===== src/hdl/dcc_map.svh =====
//------------------
// Behaviour
// - Size field picks byte/word/long/16-byte unit
// - Auto bit picks internal or pin requests
// - Ack phase or direction bit steers ack in dual, direction in single
// - Polarity bit sets ack active level
// - Request sensed by level or edge, polarity
// - Burst bit picks cycle-steal or burst
// - Address mode bit picks dual or single
// - Enabled end flag raises end interrupt
// - Count reaching zero sets end flag
// - Aborted transfer leaves end flag clear
// - End flag clears by read-1 then write-0
// - Set end flag blocks any new start
// - Auto mode starts when both enables set
// - Pin mode starts on request when enabled
// - Clearing channel enable halts the transfer
// - Control cleared by reset and standby
// - Vector register low byte only, rest zero
// - Vector register survives reset and standby
// - Vector number offered with end interrupt
// - Count register shows transfers still remaining
//------------------
`ifndef DCC_MAP_SVH
`define DCC_MAP_SVH

// Register offsets, byte addresses
`define DCC_CTRL0_OFS 8'h00
`define DCC_VEC0_OFS 8'h04
`define DCC_CNT0_OFS 8'h08
`define DCC_CTRL1_OFS 8'h10
`define DCC_VEC1_OFS 8'h14
`define DCC_CNT1_OFS 8'h18
`define DCC_OPER_OFS 8'h20

// Channel control field positions
`define DCC_TE_BIT 1
`define DCC_CTRL_W 16
`define DCC_CTRL_RST 16'h0000

// Operation register field positions
`define DCC_DME_BIT 0
`define DCC_NMI_BIT 1
`define DCC_AE_BIT 2

// Transfer size codes and beat counts minus one
`define DCC_TS_16B 2'h3
`define DCC_BEATS_16B 2'h3
`define DCC_CNT_W 24
`define DCC_CNT_ONE 24'h000001
`define DCC_VEC_W 8

`endif


===== src/hdl/dcc_pkg.sv =====
package dcc_pkg;

    // Channel control layout, bit 15 down to bit 0
    typedef struct packed {
        logic [1:0] dst_mode;
        logic [1:0] src_mode;
        logic [1:0] transfer_size;
        logic auto_request_select;
        logic ack_cycle_or_direction;
        logic ack_polarity;
        logic request_detect_edge;
        logic request_detect_high;
        logic bus_burst_mode;
        logic address_mode_single;
        logic interrupt_enable;
        logic transfer_end_flag;
        logic channel_enable;
    } dcc_ctrl_t;

    // Engine phases of one beat
    typedef enum logic [1:0] {
        ST_IDLE,
        ST_READ,
        ST_WRITE
    } dcc_state_t;

endpackage : dcc_pkg


===== src/hdl/dcc_top.sv =====
`timescale 1ns/1ps
`include "dcc_map.svh"

module dcc_top
    import dcc_pkg::*;
#(
    parameter int NCH = 2 // Channel count
) (
    input wire logic clk, // 10 MHz system clock
    input wire logic reset_n, // Synchronous reset, active low
    input wire logic standby_i, // Standby entry, clears control
    input wire logic [7:0] addr_i, // Register byte address
    input wire logic [31:0] wdata_i, // Write data
    input wire logic wr_i, // Write strobe
    input wire logic rd_i, // Read strobe
    output logic [31:0] rdata_o, // Read data, cycle after strobe
    input wire logic nmi_i, // NMI abort event, same clock
    input wire logic addr_err_i, // Address error event, same clock
    input wire logic [NCH-1:0] transfer_request_in, // Request pins
    output logic [NCH-1:0] transfer_ack, // Ack pins, programmable level
    output logic [NCH-1:0] xfer_dev_to_mem_o, // Single mode direction
    output logic [NCH-1:0] busy_o, // Channel owns a transfer
    output logic [NCH-1:0] transfer_end_irq, // End interrupt request
    output logic [NCH-1:0][7:0] irq_vector_number // Vector offered
);

    //------------------
    // Declarations
    //------------------
    dcc_ctrl_t ctrl_r [NCH]; // Channel control
    logic [`DCC_VEC_W-1:0] vec_r [NCH]; // Vector, never reset
    logic [`DCC_CNT_W-1:0] cnt_r [NCH]; // Remaining count
    dcc_state_t st_r [NCH]; // Engine phase
    dcc_state_t st_nxt [NCH]; // Next engine phase
    logic [1:0] beat_r [NCH]; // Beat within a 16-byte unit
    logic [1:0] beat_nxt [NCH]; // Next beat
    logic [NCH-1:0] burst_r; // Pin-request burst run in progress
    logic [NCH-1:0] pend_r; // Latched request edge
    logic [NCH-1:0] te_seen_r; // End flag was read as 1
    logic [NCH-1:0] req_s1_r; // Synchroniser stage 1
    logic [NCH-1:0] req_s2_r; // Synchroniser stage 2
    logic [NCH-1:0] req_s3_r; // Previous stage 2, for edges
    logic dme_r; // Global enable
    logic nmi_r; // NMI abort flag
    logic ae_r; // Address error flag
    logic nmi_seen_r; // NMI flag read as 1
    logic ae_seen_r; // Error flag read as 1
    logic [NCH-1:0] ok; // Channel may run
    logic [NCH-1:0] req; // Channel has a request
    logic [NCH-1:0] beat_end; // Beat completes this cycle
    logic [NCH-1:0] last_xfer; // Final count consumed
    logic [NCH-1:0] start; // Unit starts from idle
    logic [NCH-1:0] edge_hit; // Programmed edge seen
    logic [31:0] rd_mux; // Read data before the flop

    //------------------
    // Functions
    //------------------
    // Ack is active in the phase chosen by the mode bits
    function automatic logic ack_phase(dcc_state_t st, dcc_ctrl_t c);
        logic act;
        act = 1'b0;
        if (c.address_mode_single) begin
            act = (st == ST_WRITE); // Single: one bus cycle
        end else if (c.ack_cycle_or_direction) begin
            act = (st == ST_WRITE); // Dual: ack in write cycle
        end else begin
            act = (st == ST_READ); // Dual: ack in read cycle
        end
        return act;
    endfunction : ack_phase

    // Beats per unit minus one; 16-byte is four longwords
    function automatic logic [1:0] last_beat(dcc_ctrl_t c);
        return (c.transfer_size == `DCC_TS_16B) ? `DCC_BEATS_16B : 2'h0;
    endfunction : last_beat

    // First phase of a beat depends on address mode
    function automatic dcc_state_t first_phase(dcc_ctrl_t c);
        return c.address_mode_single ? ST_WRITE : ST_READ;
    endfunction : first_phase

    // Read-1-then-write-0 flag clear; set wins over clear
    function automatic logic flag_nxt(logic f, logic set, logic seen, logic wr, logic wb);
        logic n;
        n = f;
        if (wr && !wb && seen) begin // Writes of 1 are ignored
            n = 1'b0;
        end
        if (set) begin
            n = 1'b1;
        end
        return n;
    endfunction : flag_nxt

    //------------------
    // Request synchroniser
    //------------------
    // Pins are asynchronous; only stage 2 onward is looked at
    always_ff @(posedge clk) begin
        if (!reset_n) begin
            req_s1_r <= '0;
            req_s2_r <= '0;
            req_s3_r <= '0;
        end else begin
            req_s1_r <= transfer_request_in;
            req_s2_r <= req_s1_r;
            req_s3_r <= req_s2_r;
        end
    end

    //------------------
    // Request qualification
    //------------------
    // Start gate, edge detect and request choice per channel
    always_comb begin
        for (int i = 0; i < NCH; i++) begin
            // Both enables, no abort flags, no end flag
            ok[i] = ctrl_r[i].channel_enable && dme_r && !nmi_r && !ae_r
                    && !ctrl_r[i].transfer_end_flag;
            if (ctrl_r[i].request_detect_high) begin
                edge_hit[i] = req_s2_r[i] && !req_s3_r[i]; // Rising
            end else begin
                edge_hit[i] = !req_s2_r[i] && req_s3_r[i]; // Falling
            end
            if (ctrl_r[i].auto_request_select) begin
                req[i] = 1'b1; // Internally generated
            end else if (burst_r[i]) begin
                req[i] = 1'b1; // Burst keeps the bus
            end else if (ctrl_r[i].request_detect_edge) begin
                req[i] = pend_r[i];
            end else begin
                req[i] = (req_s2_r[i] == ctrl_r[i].request_detect_high);
            end
        end
    end

    //------------------
    // Engine next state
    //------------------
    // A beat is read+write in dual mode, one write in single
    always_comb begin
        for (int i = 0; i < NCH; i++) begin
            st_nxt[i] = st_r[i];
            beat_nxt[i] = beat_r[i];
            start[i] = 1'b0;
            beat_end[i] = ok[i] && (st_r[i] == ST_WRITE);
            last_xfer[i] = beat_end[i] && (cnt_r[i] == `DCC_CNT_ONE);
            unique case (st_r[i])
                ST_IDLE: begin
                    if (ok[i] && req[i]) begin
                        start[i] = 1'b1;
                        st_nxt[i] = first_phase(ctrl_r[i]);
                        beat_nxt[i] = 2'h0;
                    end
                end
                ST_READ: begin
                    // Halted enables end the run without a flag
                    st_nxt[i] = ok[i] ? ST_WRITE : ST_IDLE;
                end
                ST_WRITE: begin
                    if (!ok[i] || last_xfer[i]) begin
                        st_nxt[i] = ST_IDLE;
                    end else if (beat_r[i] != last_beat(ctrl_r[i])) begin
                        st_nxt[i] = first_phase(ctrl_r[i]);
                        beat_nxt[i] = beat_r[i] + 2'h1;
                    end else if (burst_r[i] || ctrl_r[i].auto_request_select) begin
                        // Burst-mode runs go on without idling; auto cycle-steal runs idle a cycle
                        st_nxt[i] = ctrl_r[i].bus_burst_mode ? first_phase(ctrl_r[i])
                                                             : ST_IDLE;
                        beat_nxt[i] = 2'h0;
                    end else begin
                        st_nxt[i] = ST_IDLE; // Cycle steal frees the bus
                    end
                end
                default: begin
                    st_nxt[i] = ST_IDLE; // Unused code recovers
                end
            endcase
        end
    end

    //------------------
    // Engine state
    //------------------
    always_ff @(posedge clk) begin
        if (!reset_n) begin
            for (int i = 0; i < NCH; i++) begin
                st_r[i] <= ST_IDLE;
                beat_r[i] <= 2'h0;
            end
        end else begin
            for (int i = 0; i < NCH; i++) begin
                st_r[i] <= st_nxt[i];
                beat_r[i] <= beat_nxt[i];
            end
        end
    end

    //------------------
    // Edge latch and burst hold
    //------------------
    // An edge seen while one is being consumed is kept
    always_ff @(posedge clk) begin
        if (!reset_n) begin
            pend_r <= '0;
            burst_r <= '0;
        end else begin
            for (int i = 0; i < NCH; i++) begin
                if (edge_hit[i] && ctrl_r[i].request_detect_edge) begin
                    pend_r[i] <= 1'b1;
                end else if (start[i] || !ctrl_r[i].channel_enable) begin
                    pend_r[i] <= 1'b0;
                end
                if (st_nxt[i] == ST_IDLE) begin
                    burst_r[i] <= 1'b0;
                end else if (start[i] && ctrl_r[i].bus_burst_mode) begin
                    burst_r[i] <= !ctrl_r[i].auto_request_select;
                end
            end
        end
    end

    //------------------
    // Transfer count
    //------------------
    // Software write wins; zero stands for the full range
    always_ff @(posedge clk) begin
        if (!reset_n) begin
            for (int i = 0; i < NCH; i++) begin
                cnt_r[i] <= '0;
            end
        end else begin
            for (int i = 0; i < NCH; i++) begin
                if (wr_i && addr_i == (i == 0 ? `DCC_CNT0_OFS : `DCC_CNT1_OFS)) begin
                    cnt_r[i] <= wdata_i[`DCC_CNT_W-1:0];
                end else if (beat_end[i]) begin
                    cnt_r[i] <= cnt_r[i] - `DCC_CNT_ONE;
                end
            end
        end
    end

    //------------------
    // Channel control registers
    //------------------
    // Cleared by reset and standby; held otherwise
    always_ff @(posedge clk) begin
        if (!reset_n) begin
            for (int i = 0; i < NCH; i++) begin
                ctrl_r[i] <= `DCC_CTRL_RST;
            end
            te_seen_r <= '0;
        end else if (standby_i) begin
            for (int i = 0; i < NCH; i++) begin
                ctrl_r[i] <= `DCC_CTRL_RST;
            end
            te_seen_r <= '0;
        end else begin
            for (int i = 0; i < NCH; i++) begin
                logic hit;
                hit = (addr_i == (i == 0 ? `DCC_CTRL0_OFS : `DCC_CTRL1_OFS));
                if (wr_i && hit) begin
                    ctrl_r[i] <= dcc_ctrl_t'(wdata_i[`DCC_CTRL_W-1:0]);
                end
                // End flag keeps its own path
                ctrl_r[i].transfer_end_flag <= flag_nxt(ctrl_r[i].transfer_end_flag,
                    last_xfer[i], te_seen_r[i], wr_i && hit,
                    wdata_i[`DCC_TE_BIT]);
                if (rd_i && hit && ctrl_r[i].transfer_end_flag) begin
                    te_seen_r[i] <= 1'b1;
                end else if (wr_i && hit) begin
                    te_seen_r[i] <= 1'b0;
                end
            end
        end
    end

    //------------------
    // Vector registers
    //------------------
    // No reset here: contents survive reset and standby
    always_ff @(posedge clk) begin
        for (int i = 0; i < NCH; i++) begin
            if (wr_i && addr_i == (i == 0 ? `DCC_VEC0_OFS : `DCC_VEC1_OFS)) begin
                vec_r[i] <= wdata_i[`DCC_VEC_W-1:0];
            end
        end
    end

    //------------------
    // Operation register
    //------------------
    // Abort flags set by events, cleared like the end flag
    always_ff @(posedge clk) begin
        if (!reset_n || standby_i) begin
            dme_r <= 1'b0;
            nmi_r <= 1'b0;
            ae_r <= 1'b0;
            nmi_seen_r <= 1'b0;
            ae_seen_r <= 1'b0;
        end else begin
            logic hit;
            hit = (addr_i == `DCC_OPER_OFS);
            if (wr_i && hit) begin
                dme_r <= wdata_i[`DCC_DME_BIT];
            end
            nmi_r <= flag_nxt(nmi_r, nmi_i, nmi_seen_r, wr_i && hit,
                              wdata_i[`DCC_NMI_BIT]);
            ae_r <= flag_nxt(ae_r, addr_err_i, ae_seen_r, wr_i && hit,
                             wdata_i[`DCC_AE_BIT]);
            if (rd_i && hit) begin
                nmi_seen_r <= nmi_r;
                ae_seen_r <= ae_r;
            end else if (wr_i && hit) begin
                nmi_seen_r <= 1'b0;
                ae_seen_r <= 1'b0;
            end
        end
    end

    //------------------
    // Read path
    //------------------
    // Unmapped addresses read zero; reserved bits read zero
    always_comb begin
        rd_mux = 32'h0000_0000;
        unique case (addr_i)
            `DCC_CTRL0_OFS: rd_mux = {16'h0000, ctrl_r[0]};
            `DCC_VEC0_OFS: rd_mux = {24'h00_0000, vec_r[0]};
            `DCC_CNT0_OFS: rd_mux = {8'h00, cnt_r[0]};
            `DCC_CTRL1_OFS: rd_mux = {16'h0000, ctrl_r[NCH-1]};
            `DCC_VEC1_OFS: rd_mux = {24'h00_0000, vec_r[NCH-1]};
            `DCC_CNT1_OFS: rd_mux = {8'h00, cnt_r[NCH-1]};
            `DCC_OPER_OFS: rd_mux = {29'h0, ae_r, nmi_r, dme_r};
            default: rd_mux = 32'h0000_0000;
        endcase
    end

    // Data stand only in the cycle after the strobe
    always_ff @(posedge clk) begin
        if (!reset_n) begin
            rdata_o <= 32'h0000_0000;
        end else begin
            rdata_o <= rd_i ? rd_mux : 32'h0000_0000;
        end
    end

    //------------------
    // Pin and status outputs
    //------------------
    // Ack follows the next phase so the flop lines up with it
    always_ff @(posedge clk) begin
        if (!reset_n) begin
            transfer_ack <= '1; // Reset polarity is active low
            xfer_dev_to_mem_o <= '0;
            busy_o <= '0;
        end else begin
            for (int i = 0; i < NCH; i++) begin
                // Polarity 0 drives low when active
                transfer_ack[i] <= ack_phase(st_nxt[i], ctrl_r[i])
                                   ~^ ctrl_r[i].ack_polarity;
                xfer_dev_to_mem_o[i] <= ctrl_r[i].address_mode_single
                                        && ctrl_r[i].ack_cycle_or_direction;
                busy_o[i] <= (st_nxt[i] != ST_IDLE);
            end
        end
    end

    //------------------
    // End interrupt and vector
    //------------------
    // Level request while flag and enable both hold
    always_ff @(posedge clk) begin
        if (!reset_n) begin
            transfer_end_irq <= '0;
            irq_vector_number <= '0;
        end else begin
            for (int i = 0; i < NCH; i++) begin
                transfer_end_irq[i] <= ctrl_r[i].transfer_end_flag
                                       && ctrl_r[i].interrupt_enable;
                if (ctrl_r[i].transfer_end_flag && ctrl_r[i].interrupt_enable) begin
                    irq_vector_number[i] <= vec_r[i];
                end else begin
                    irq_vector_number[i] <= 8'h00;
                end
            end
        end
    end

endmodule : dcc_top


===== config.mk =====
export PLATFORM = sky130hd
export DESIGN_NAME = dcc_top
export DESIGN_NICKNAME = d
export VERILOG_FILES = /design/src/hdl/dcc_pkg.sv /design/src/hdl/dcc_top.sv
export VERILOG_INCLUDE_DIRS = /design/src /design/src/hdl
export SDC_FILE = /design/constraint.sdc
export NUM_CORES = 1
export LEC_CHECK = 0
export BUFFER_PORTS_ARGS = -buffer_cell sky130_fd_sc_hd__buf_4
export CAP_MARGIN = 30
export CORE_MARGIN = 3
export CORE_UTILIZATION = 55
export CTS_BUF_LIST = sky130_fd_sc_hd__clkbuf_4 sky130_fd_sc_hd__clkbuf_8 sky130_fd_sc_hd__clkbuf_16
export DETAILED_ROUTE_END_ITERATION = 6
export HOLD_SLACK_MARGIN = 0.05
export PLACE_DENSITY = 0.82
export SETUP_SLACK_MARGIN = 0.2
export SLEW_MARGIN = 20
export SYNTH_ARGS = -nofsm -noshare
export SYNTH_HDL_FRONTEND = slang
export SYNTH_SLANG_ARGS = --single-unit

===== constraint.sdc =====
create_clock -name clk -period 3.6 [get_ports clk]
set_input_delay 0.9 -clock clk [delete_from_list [all_inputs] [get_ports clk]]
set_output_delay 0.9 -clock clk [all_outputs]
set_load 0.02 [all_outputs]

## Word-level counts from Yosys, hierarchy flattened

Memory sizes are Yosys's and may differ from the RTL's.
Cells that the tools add are included.

| cells by class | value |
|---|---|
| add/sub/neg operators | 4 |
| eq/ne operators | 22 |
| mux-type cells | 121 |
| bitwise gates (word level) | 17 |
| reduce and logical (&&, ||, !) cells | 91 |

Operators by type and width:

| kind | number |
|---|---|
| one-hot mux 24 bit (7 select lines) | 1 |
| two-way mux 24 bit | 4 |
| two-way mux 1 bit | 79 |
| two-way mux 16 bit | 4 |
| two-way mux 2 bit | 28 |
| == test 24 x 1 -> 1 bit (second input constant) | 2 |
| subtractor 24 x 1 -> 24 bit (second input constant) | 2 |
| logical AND 1 bit | 46 |
| == test 8 x 5 -> 1 bit (second input constant) | 3 |
| nonzero test 2 bit | 9 |
| zero test 1 bit | 17 |
| OR 1 bit | 14 |
| == test 2 bit (second input constant) | 6 |
| one-hot mux 2 bit (3 select lines) | 2 |
| == test 2 x 1 -> 1 bit (second input constant) | 4 |
| == test 8 x 3 -> 1 bit (second input constant) | 1 |
| == test 8 x 4 -> 1 bit (second input constant) | 1 |
| == test 8 x 6 -> 1 bit (second input constant) | 1 |
| zero test 2 bit | 4 |
| zero test 8 bit | 1 |
| two-way mux 8 bit | 1 |
| one-hot mux 2 bit (2 select lines) | 2 |
| OR reduction 8 bit | 1 |
| logical OR 1 bit | 7 |
| 7 further kinds | 15 |

| word-level totals | value |
|---|---|
| register bits after elaboration | 73 |
| RAM bits | 104 |
| output and inout port bits | 56 |
| word-level logic and storage cells | 281 |
| memories kept | 5 |

Memories:

| memory | words | width | read ports | clocked after memory_dff | wr ports | RTL line | text |
|---|---|---|---|---|---|---|---|
| cnt_r | 2 | 24 | 2 | 0 | 2 | dcc_top.sv:32 | `` logic [`DCC_CNT_W-1:0] cnt_r [NCH]; `` |
| ctrl_r | 2 | 16 | 2 | 0 | 2 | dcc_top.sv:30 | `dcc_ctrl_t ctrl_r [NCH];` |
| vec_r | 2 | 8 | 2 | 0 | 1 | dcc_top.sv:31 | `` logic [`DCC_VEC_W-1:0] vec_r [NCH]; `` |
| beat_r | 2 | 2 | 2 | 0 | 2 | dcc_top.sv:35 | `logic [1:0] beat_r [NCH];` |
| st_r | 2 | 2 | 2 | 0 | 2 | dcc_top.sv:33 | `dcc_state_t st_r [NCH];` |

## Logic depth before layout (Yosys ltp)

Gate-level depths: netlist of the first run.
An unclocked memory read counts as a cell.

| depth | value |
|---|---|
| depth in word-level cells | 15 |
| mapped depth | 8 |
| depth with buffers taken out | 7 |

## Worst setup path before layout of the first run

No wires, ideal clock.

| path | value |
|---|---|
| kind | input to register |
| start point | input port addr_i[1] |
| end point | memory cnt_r[0][0] in the netlist's numbering (enable) |
| arrival | 2.816 ns |
| required time | 3.215 ns |
| path slack | 0.399 ns |
| stages | 5 |
| buffers on the path | 1 |
| cells stage by stage | or4_4 > nor4b_4 > clkbuf_1 > nand2_1 > nand3_1 |

RTL lines:

| what | RTL line | text |
|---|---|---|
| start, declared | dcc_top.sv:12 | `input wire logic [7:0] addr_i,` |
| end, declared | dcc_top.sv:32 |  |

==> impl_metrics.ini, run 1 <==
[detailed_routing]
drcViolationCount = 0
drtIter0Drc = 894
postRouteWirelength_mm = 21.5
ant_nets = 0
vias = 6501
vias_per_cell = 6.42
post_drt_wl_per_cell_um = 21.2
drtPass1Iterations = 7

[cts]
clk_latency_ps = 450
tritoncts = done
path_clk_slew_ps = 70
htreeDepth = 4
post_cts_buffers = 0
cts_resized = 0
cts_root_buffer = clkbuf_16
postCtsHoldBufs = 0
cts_buffer_depth = 2
clock_sinks = 169
numCtsBuffers = 17

[sta]
whs_ps = 435
hold_violations = 0
finClkSkew_ps = 12.3
drv_slew = 0
max_freq_mhz = 342
rsz0062_at_grt = false
fin_tns_setup_ps = 0
fin_crit_sh_pct = 81.1
slew_headroom_pct = 42.1
setup_viol = 0
worst_slew_pin_slew_ps = 862
min_period_ps = 2920
worst_slack_ps = 679

[critical_path]
cp_top_family = compound AO/OA/AOI/OAI gates
reg2regPathDepth = 6
path_cells = nor3b_4 -> nand4b_1 -> a211oi_4 -> buf_4 -> nor2_1 -> a311oi_1
crit_type = reg -> reg
cp_slowest_stage_delay_ps = 770
crit_fanout = 28
r2r_slack_ps = 680
r2r-end = cnt_r[0][8]$_SDFFCE_PP0P_
required_ps = 3870
start_kind = flop
r2r_start = ae_r$_SDFFE_PP0P_
cp_num_buf_inv = 1
critPathArrivalTime_ps = 3190
crit_slowest_cell = a211oi_4
end_kind = flop

[floorplanning]
start_util_pct = 57.7
core_mm2 = 0.0136
die_h_um = 125
die_x_um = 125
die_area_mm2 = 0.0157
ios = 105
num_rows = 42

[grt]
antenna_found_initial = 0
grt_usage_pct = 27.4
grt_overflow = 0
use_met2_pct = 44.4
grt_pass1_wl_mm = 34.1
grt_max_degree = 33
top_usage_layer = met2
use_met1_pct = 35.3
met3_usage_pct = 6.18
grt_pass1_vias = 6540

[power]
cellPowerDensity_mw_per_mm2 = 461
vdd_ir_drop_max_mv = 0.384
p_leak_nw = 3.38
total_power_mw = 4.30

[worst_hold_path]
hp-start = req_s1_r[1]$_SDFF_PN0_
min_to = req_s2_r[1]$_SDFF_PN0_
min_path_cells = 1
hold_class = reg -> reg

[synth]
synth_edf_count = 96
yosysWarnings = 0
async_reset_ff_share_pct = 0
syn_inst = 731
synth_cell_types = 68
yosys.area.top_type_share_pct = 36.9
seq_area_frac_synth_pct = 55.6
synth_top_cell_by_area = edfxtp_1
syn_area_mm2 = 0.00782
ys_ff_latch = 169
synth_ff_type = edfxtp_1
syn_area_per_cell_um2 = 10.7
synthTopCellsByArea = edfxtp_1 (37%), dfxtp_1 (19%), xnor2_1 (3.7%)

[outcome]
outcome = finished, final reports clean

[finish]
nNetsFinal = 876
n_antenna_cell = 0
finalNonFillerCells = 1012
drive_gt1_share_pct = 18.7
syn_to_final_growth_pct = 19.3
final_cell_area_mm2 = 0.00932
final_cell_mix = buf_4 (109), edfxtp_1 (96), dfxtp_1 (73), nor2_1 (58), nand2_1 (50)
utilization_pct = 68.8
final_common_cell = buf_4

[place]
post_dp_cell_area_mm2 = 0.00870
port_buffers = 88
dpl.cell_count = 979
dp_hpwl_mm = 15.1
gp_congestion = 0.910
dp_slack_ps = 451

[run]
drv_cap = 0
-- worst register-to-register path, cell delays in order (launching register included) --
cell and delay (ps):
dfxtp_1 400, nor3b_4 410, nand4b_1 410, a211oi_4 770, buf_4 410, nor2_1 90
a311oi_1 250
-- layer usage --
layer  wire [um]  part of all wire (%)
met1        8280                    39
met2       10400                    48
met3        2140                    10
met4         700                   3.3
met5           0                     0
-- state kept, by name, indices dropped and copies added (netlist names) --
signal             cells
cnt_r                 48
ctrl_r                32
rdata_o               24
irq_vector_number     16
vec_r                 16
beat_r                 4
st_r                   4
burst_r                2
busy_o                 2
pend_r                 2
req_s1_r               2
req_s2_r               2
req_s3_r               2
te_seen_r              2
transfer_ack           2
transfer_end_irq       2
xfer_dev_to_mem_o      2
ae_r                   1
ae_seen_r              1
dme_r                  1
nmi_r                  1
nmi_seen_r             1
-- Yosys cell counts, drive strengths merged, types with 13 or more instances --
| cell | count |
|---|---|
| inv | 13 |
| nor4 | 20 |
| xnor2 | 33 |
| edfxtp | 96 |
| a21oi | 47 |
| o21ai | 19 |
| and2 | 39 |
| a211oi | 16 |
| nor3 | 23 |
| nand3 | 22 |
| o2bb2ai | 15 |
| nor2 | 58 |
| nand2 | 50 |
| buf | 16 |
| clkbuf | 29 |
| a22oi | 13 |
| a222oi | 14 |
| dfxtp | 73 |
-- power breakdown --
part | switching (mW) | internal, mW
sequential | 0.0601 | 2.09
combinational | 0.146 | 0.0959
clock | 0.821 | 1.08
-- worst max path at each step --
stage	startpoint	to	slack [ps]	cells past startpoint
finish	ae_r$_SDFFE_PP0P_	cnt_r[0][8]$_SDFFCE_PP0P_	680	6
global route	ctrl_r[0][1]$_SDFFCE_PP0P_	cnt_r[0][4]$_SDFFCE_PP0P_	450	6
CTS	ae_r$_SDFFE_PP0P_	cnt_r[0][8]$_SDFFCE_PP0P_	730	6
detailed placement	addr_i[1]	vec_r[0][12]$_DFFE_PP_	450	5
global placement	addr_i[1]	vec_r[0][9]$_DFFE_PP_	570	5
floorplan	addr_i[1]	cnt_r[0][0]$_SDFFCE_PP0P_	400	5
-- final cells by class --
class,instances,area (um2)
clock buffer,21,497
clock inverter,11,121
fill,998,4230
inverter,13,48.8
multi-input combinational,512,3250
sequential,169,4340
tap,176,220
timing repair buffer,110,838
-- cells by family after synthesis --
logic type                 synth area share (%)
and+or+nand+nor                            19.9
AOI/OAI and AO/OA                          15.1
DFF                                        55.6
buffers and inverters                      3.36
xor gates and xnor gates                   4.82
adders and majority gates                 0.640
muxes                                     0.560
other                                    0.0961
Note: power is estimated with default switching activity, not from simulation.
==> inputs of run 2 (changes only) <==
--- a/config.mk
+++ b/config.mk
@@ -6,10 +6,11 @@
 export SDC_FILE = /design/constraint.sdc
 export NUM_CORES = 1
 export LEC_CHECK = 0
+export ABC_AREA = 1
 export BUFFER_PORTS_ARGS = -buffer_cell sky130_fd_sc_hd__buf_4
 export CAP_MARGIN = 30
 export CORE_MARGIN = 3
-export CORE_UTILIZATION = 55
+export CORE_UTILIZATION = 53
 export CTS_BUF_LIST = sky130_fd_sc_hd__clkbuf_4 sky130_fd_sc_hd__clkbuf_8 sky130_fd_sc_hd__clkbuf_16
 export DETAILED_ROUTE_END_ITERATION = 6
 export HOLD_SLACK_MARGIN = 0.05
==> constraint.sdc (replaced) <==
create_clock -name clk -period 2.5 [get_ports clk]
set_input_delay 0.625 -clock clk [delete_from_list [all_inputs] [get_ports clk]]
set_output_delay 0.625 -clock clk [all_outputs]
set_load 0.02 [all_outputs]
==> impl_metrics.ini, run 2 <==
[cts]
clk_latency_ps = 430
tritoncts = done
clock_sinks = 169
cts_root_buffer = clkbuf_16
cts_buffer_depth = 2
numCtsBuffers = 17
path_clk_slew_ps = 70
postCtsHoldBufs = 0
htreeDepth = 4

[synth]
synth_xor_area_share_pct = 2.30
yosys.area.top_type_share_pct = 34.4
yosysWarnings = 0
synthMuxAreaShare_pct = 0
syn_inst = 997
yosysMostFrequentCell = nand2_1
synth_compound_area_share_pct = 12.5
synth_cell_types = 48
syn_area_mm2 = 0.00837
async_reset_ff_share_pct = 0
synth_simple_gate_area_share_pct = 23.2
synth_top_cell_by_area = edfxtp_1
synthAdderAreaFrac_pct = 0.598
ys_ff_latch = 169
synth_ff_type = edfxtp_1
synth_edf_count = 96
yosys-top-cells-count = nand2_1 (187), nor2_1 (157), inv_1 (140)
synthTopCellsByArea = edfxtp_1 (34%), dfxtp_1 (17%), nand2_1 (8.4%)
synth_top_family_by_area = simple AND/OR/NAND/NOR gates
seq_area_frac_synth_pct = 51.9
syn_area_per_cell_um2 = 8.39

[grt]
grt_usage_pct = 27.3
grt_max_degree = 25
grt_pass1_wl_mm = 36.9
grt_pass1_vias = 7060
grt_overflow = 0
antenna_found_initial = 0

[sta]
whs_ps = 380
rsz0062_at_grt = false
hold_violations = 0
worst_slack_ps = 282
drv_slew = 0
fin_crit_sh_pct = 88.7
setup_viol = 0
min_period_ps = 2220
max_freq_mhz = 451
fin_tns_setup_ps = 0
finClkSkew_ps = 15.1

[power]
switching_share_pct = 24.4
switchingPower_mw = 1.49
total_power_mw = 6.10
power_frac_comb_pct = 6.8
internal_power_mw = 4.61
clkPwrFrac_pct = 42.4
seqPwrFrac_pct = 50.8
cellPowerDensity_mw_per_mm2 = 609
p_leak_nw = 4.42
vdd_ir_drop_max_mv = 0.477

[floorplanning]
num_rows = 45
die_area_mm2 = 0.0173
die_x_um = 132
ios = 105
start_util_pct = 54.6
die_h_um = 132
core_mm2 = 0.0153

[finish]
nNetsFinal = 1169
finalNonFillerCells = 1340
n_antenna_cell = 0
final_cell_area_mm2 = 0.0100
final_common_cell = nand2_1
drive_gt1_share_pct = 18.6
regMostFlops = cnt_r
top_regs = cnt_r: 48 flops, ctrl_r: 32 flops, rdata_o: 24 flops
final_cell_mix = nand2_1 (187), nor2_1 (150), inv_1 (140), buf_4 (119), edfxtp_1 (96)
largest_register_ffs = 48
utilization_pct = 65.4
syn_to_final_growth_pct = 19.7

[detailed_routing]
post_drt_wl_per_cell_um = 18.1
drtPass1Iterations = 6
vias_per_cell = 5.65
ant_nets = 0
vias = 7570
postRouteWirelength_mm = 24.2
drtIter0Drc = 969
drcViolationCount = 0

[critical_path]
crit_fanout = 21
required_ps = 2760
crit_type = reg -> reg
start_kind = flop
end_kind = flop
critPathArrivalTime_ps = 2480
r2r_slack_ps = 280

[place]
post_dp_cell_area_mm2 = 0.00938
dp_slack_ps = 50.6
gp_congestion = 0.988
port_buffers = 88
dpl.cell_count = 1306
dp_hpwl_mm = 17.9

[run]
drv_cap = 0

[outcome]
outcome = finished, final reports clean

[worst_hold_path]
hold_class = in -> reg
-- run 2: cell types whose count changed in the layout (fill, tap and decap cells not counted), moves of 15 or more --
cell,change
nor4_1,-18
nand3_1,+24
nand2_1,+137
a21oi_1,+15
nor2_1,+92
inv_1,+127
and2_1,-39
xnor2_1,-28
o2bb2ai_1,-15
o21ai_0,+25
-- run 2: final cells by class --
| cell class | instances | area, um2 |
|---|---|---|
| fill | 1263 | 5300 |
| inverter | 147 | 568 |
| sequential | 169 | 4340 |
| clock buffer | 18 | 450 |
| tap | 211 | 264 |
| timing repair buffer | 121 | 933 |
| clock inverter | 14 | 138 |
| multi-input combinational | 660 | 3320 |
-- run 2: power by group through the flow --
stage	registers [mW]	logic, mW	clock network, mW
detailed placement	3.15	0.403	0
CTS	3.09	0.406	2.60
global placement	3.15	0.394	0
floorplan	3.14	0.224	0
global route	3.11	0.452	2.73
finish	3.10	0.418	2.59
-- run 2: path summary, 6_finish.rpt --
| kind | from | endpoint | depth (start not counted) |
|---|---|---|---|
| setup / recovery | ae_r$_SDFFE_PP0P_ | cnt_r[1][4]$_DFFE_PP_ | 10 |
| hold / removal | transfer_request_in[1] | req_s1_r[1]$_SDFF_PN0_ | 3 |
| setup reg to reg | ae_r$_SDFFE_PP0P_ | cnt_r[1][4]$_DFFE_PP_ | 10 |
| hold reg to reg | req_s1_r[0]$_SDFF_PN0_ | req_s2_r[0]$_SDFF_PN0_ | 2 |
-- run 2: cell families (layout without fill, tap and decap cells) --
| group | after synthesis | count (layout) |
|---|---|---|
| fa+ha+maj | 4 | 4 |
| flops | 169 | 169 |
| other cells | 2 | 10 |
| simple gates | 454 | 454 |
| compound gates | 170 | 170 |
| xor+xnor | 22 | 22 |
| buf+inv | 176 | 300 |
-- run 2: what timing repair did --
action / in CTS / in global routing
buffers inserted: 1 / 1
endpoints found under the setup margin: 24 / 20
endpoints found under the hold margin: 0 / 0
pin swaps: 1 / 0
resized for setup: 2 / 9
-- run 2: routing by layer --
metal | share of wire [%] | GRT usage, % | routed length [um] | up-vias
li1 | - | - | - | 3522
met1 | 37 | 34.8 | 8860 | 3484
met2 | 49 | 45.9 | 11800 | 499
met3 | 12 | 6.20 | 2900 | 65
met4 | 2.7 | 9.39 | 661 | 0
met5 | 0 | 0 | 0 | -
-- run 2: worst max-delay path, cell delays in order, from the launching register on --
cell and delay [ps]:
dfxtp_1 340, nor2_2 200, nand4_1 150, buf_4 200, nor2_4 170, inv_1 100, nand3_2 100, nand2_4 110
clkinv_4 220, nand2_4 210, o21ai_0 230
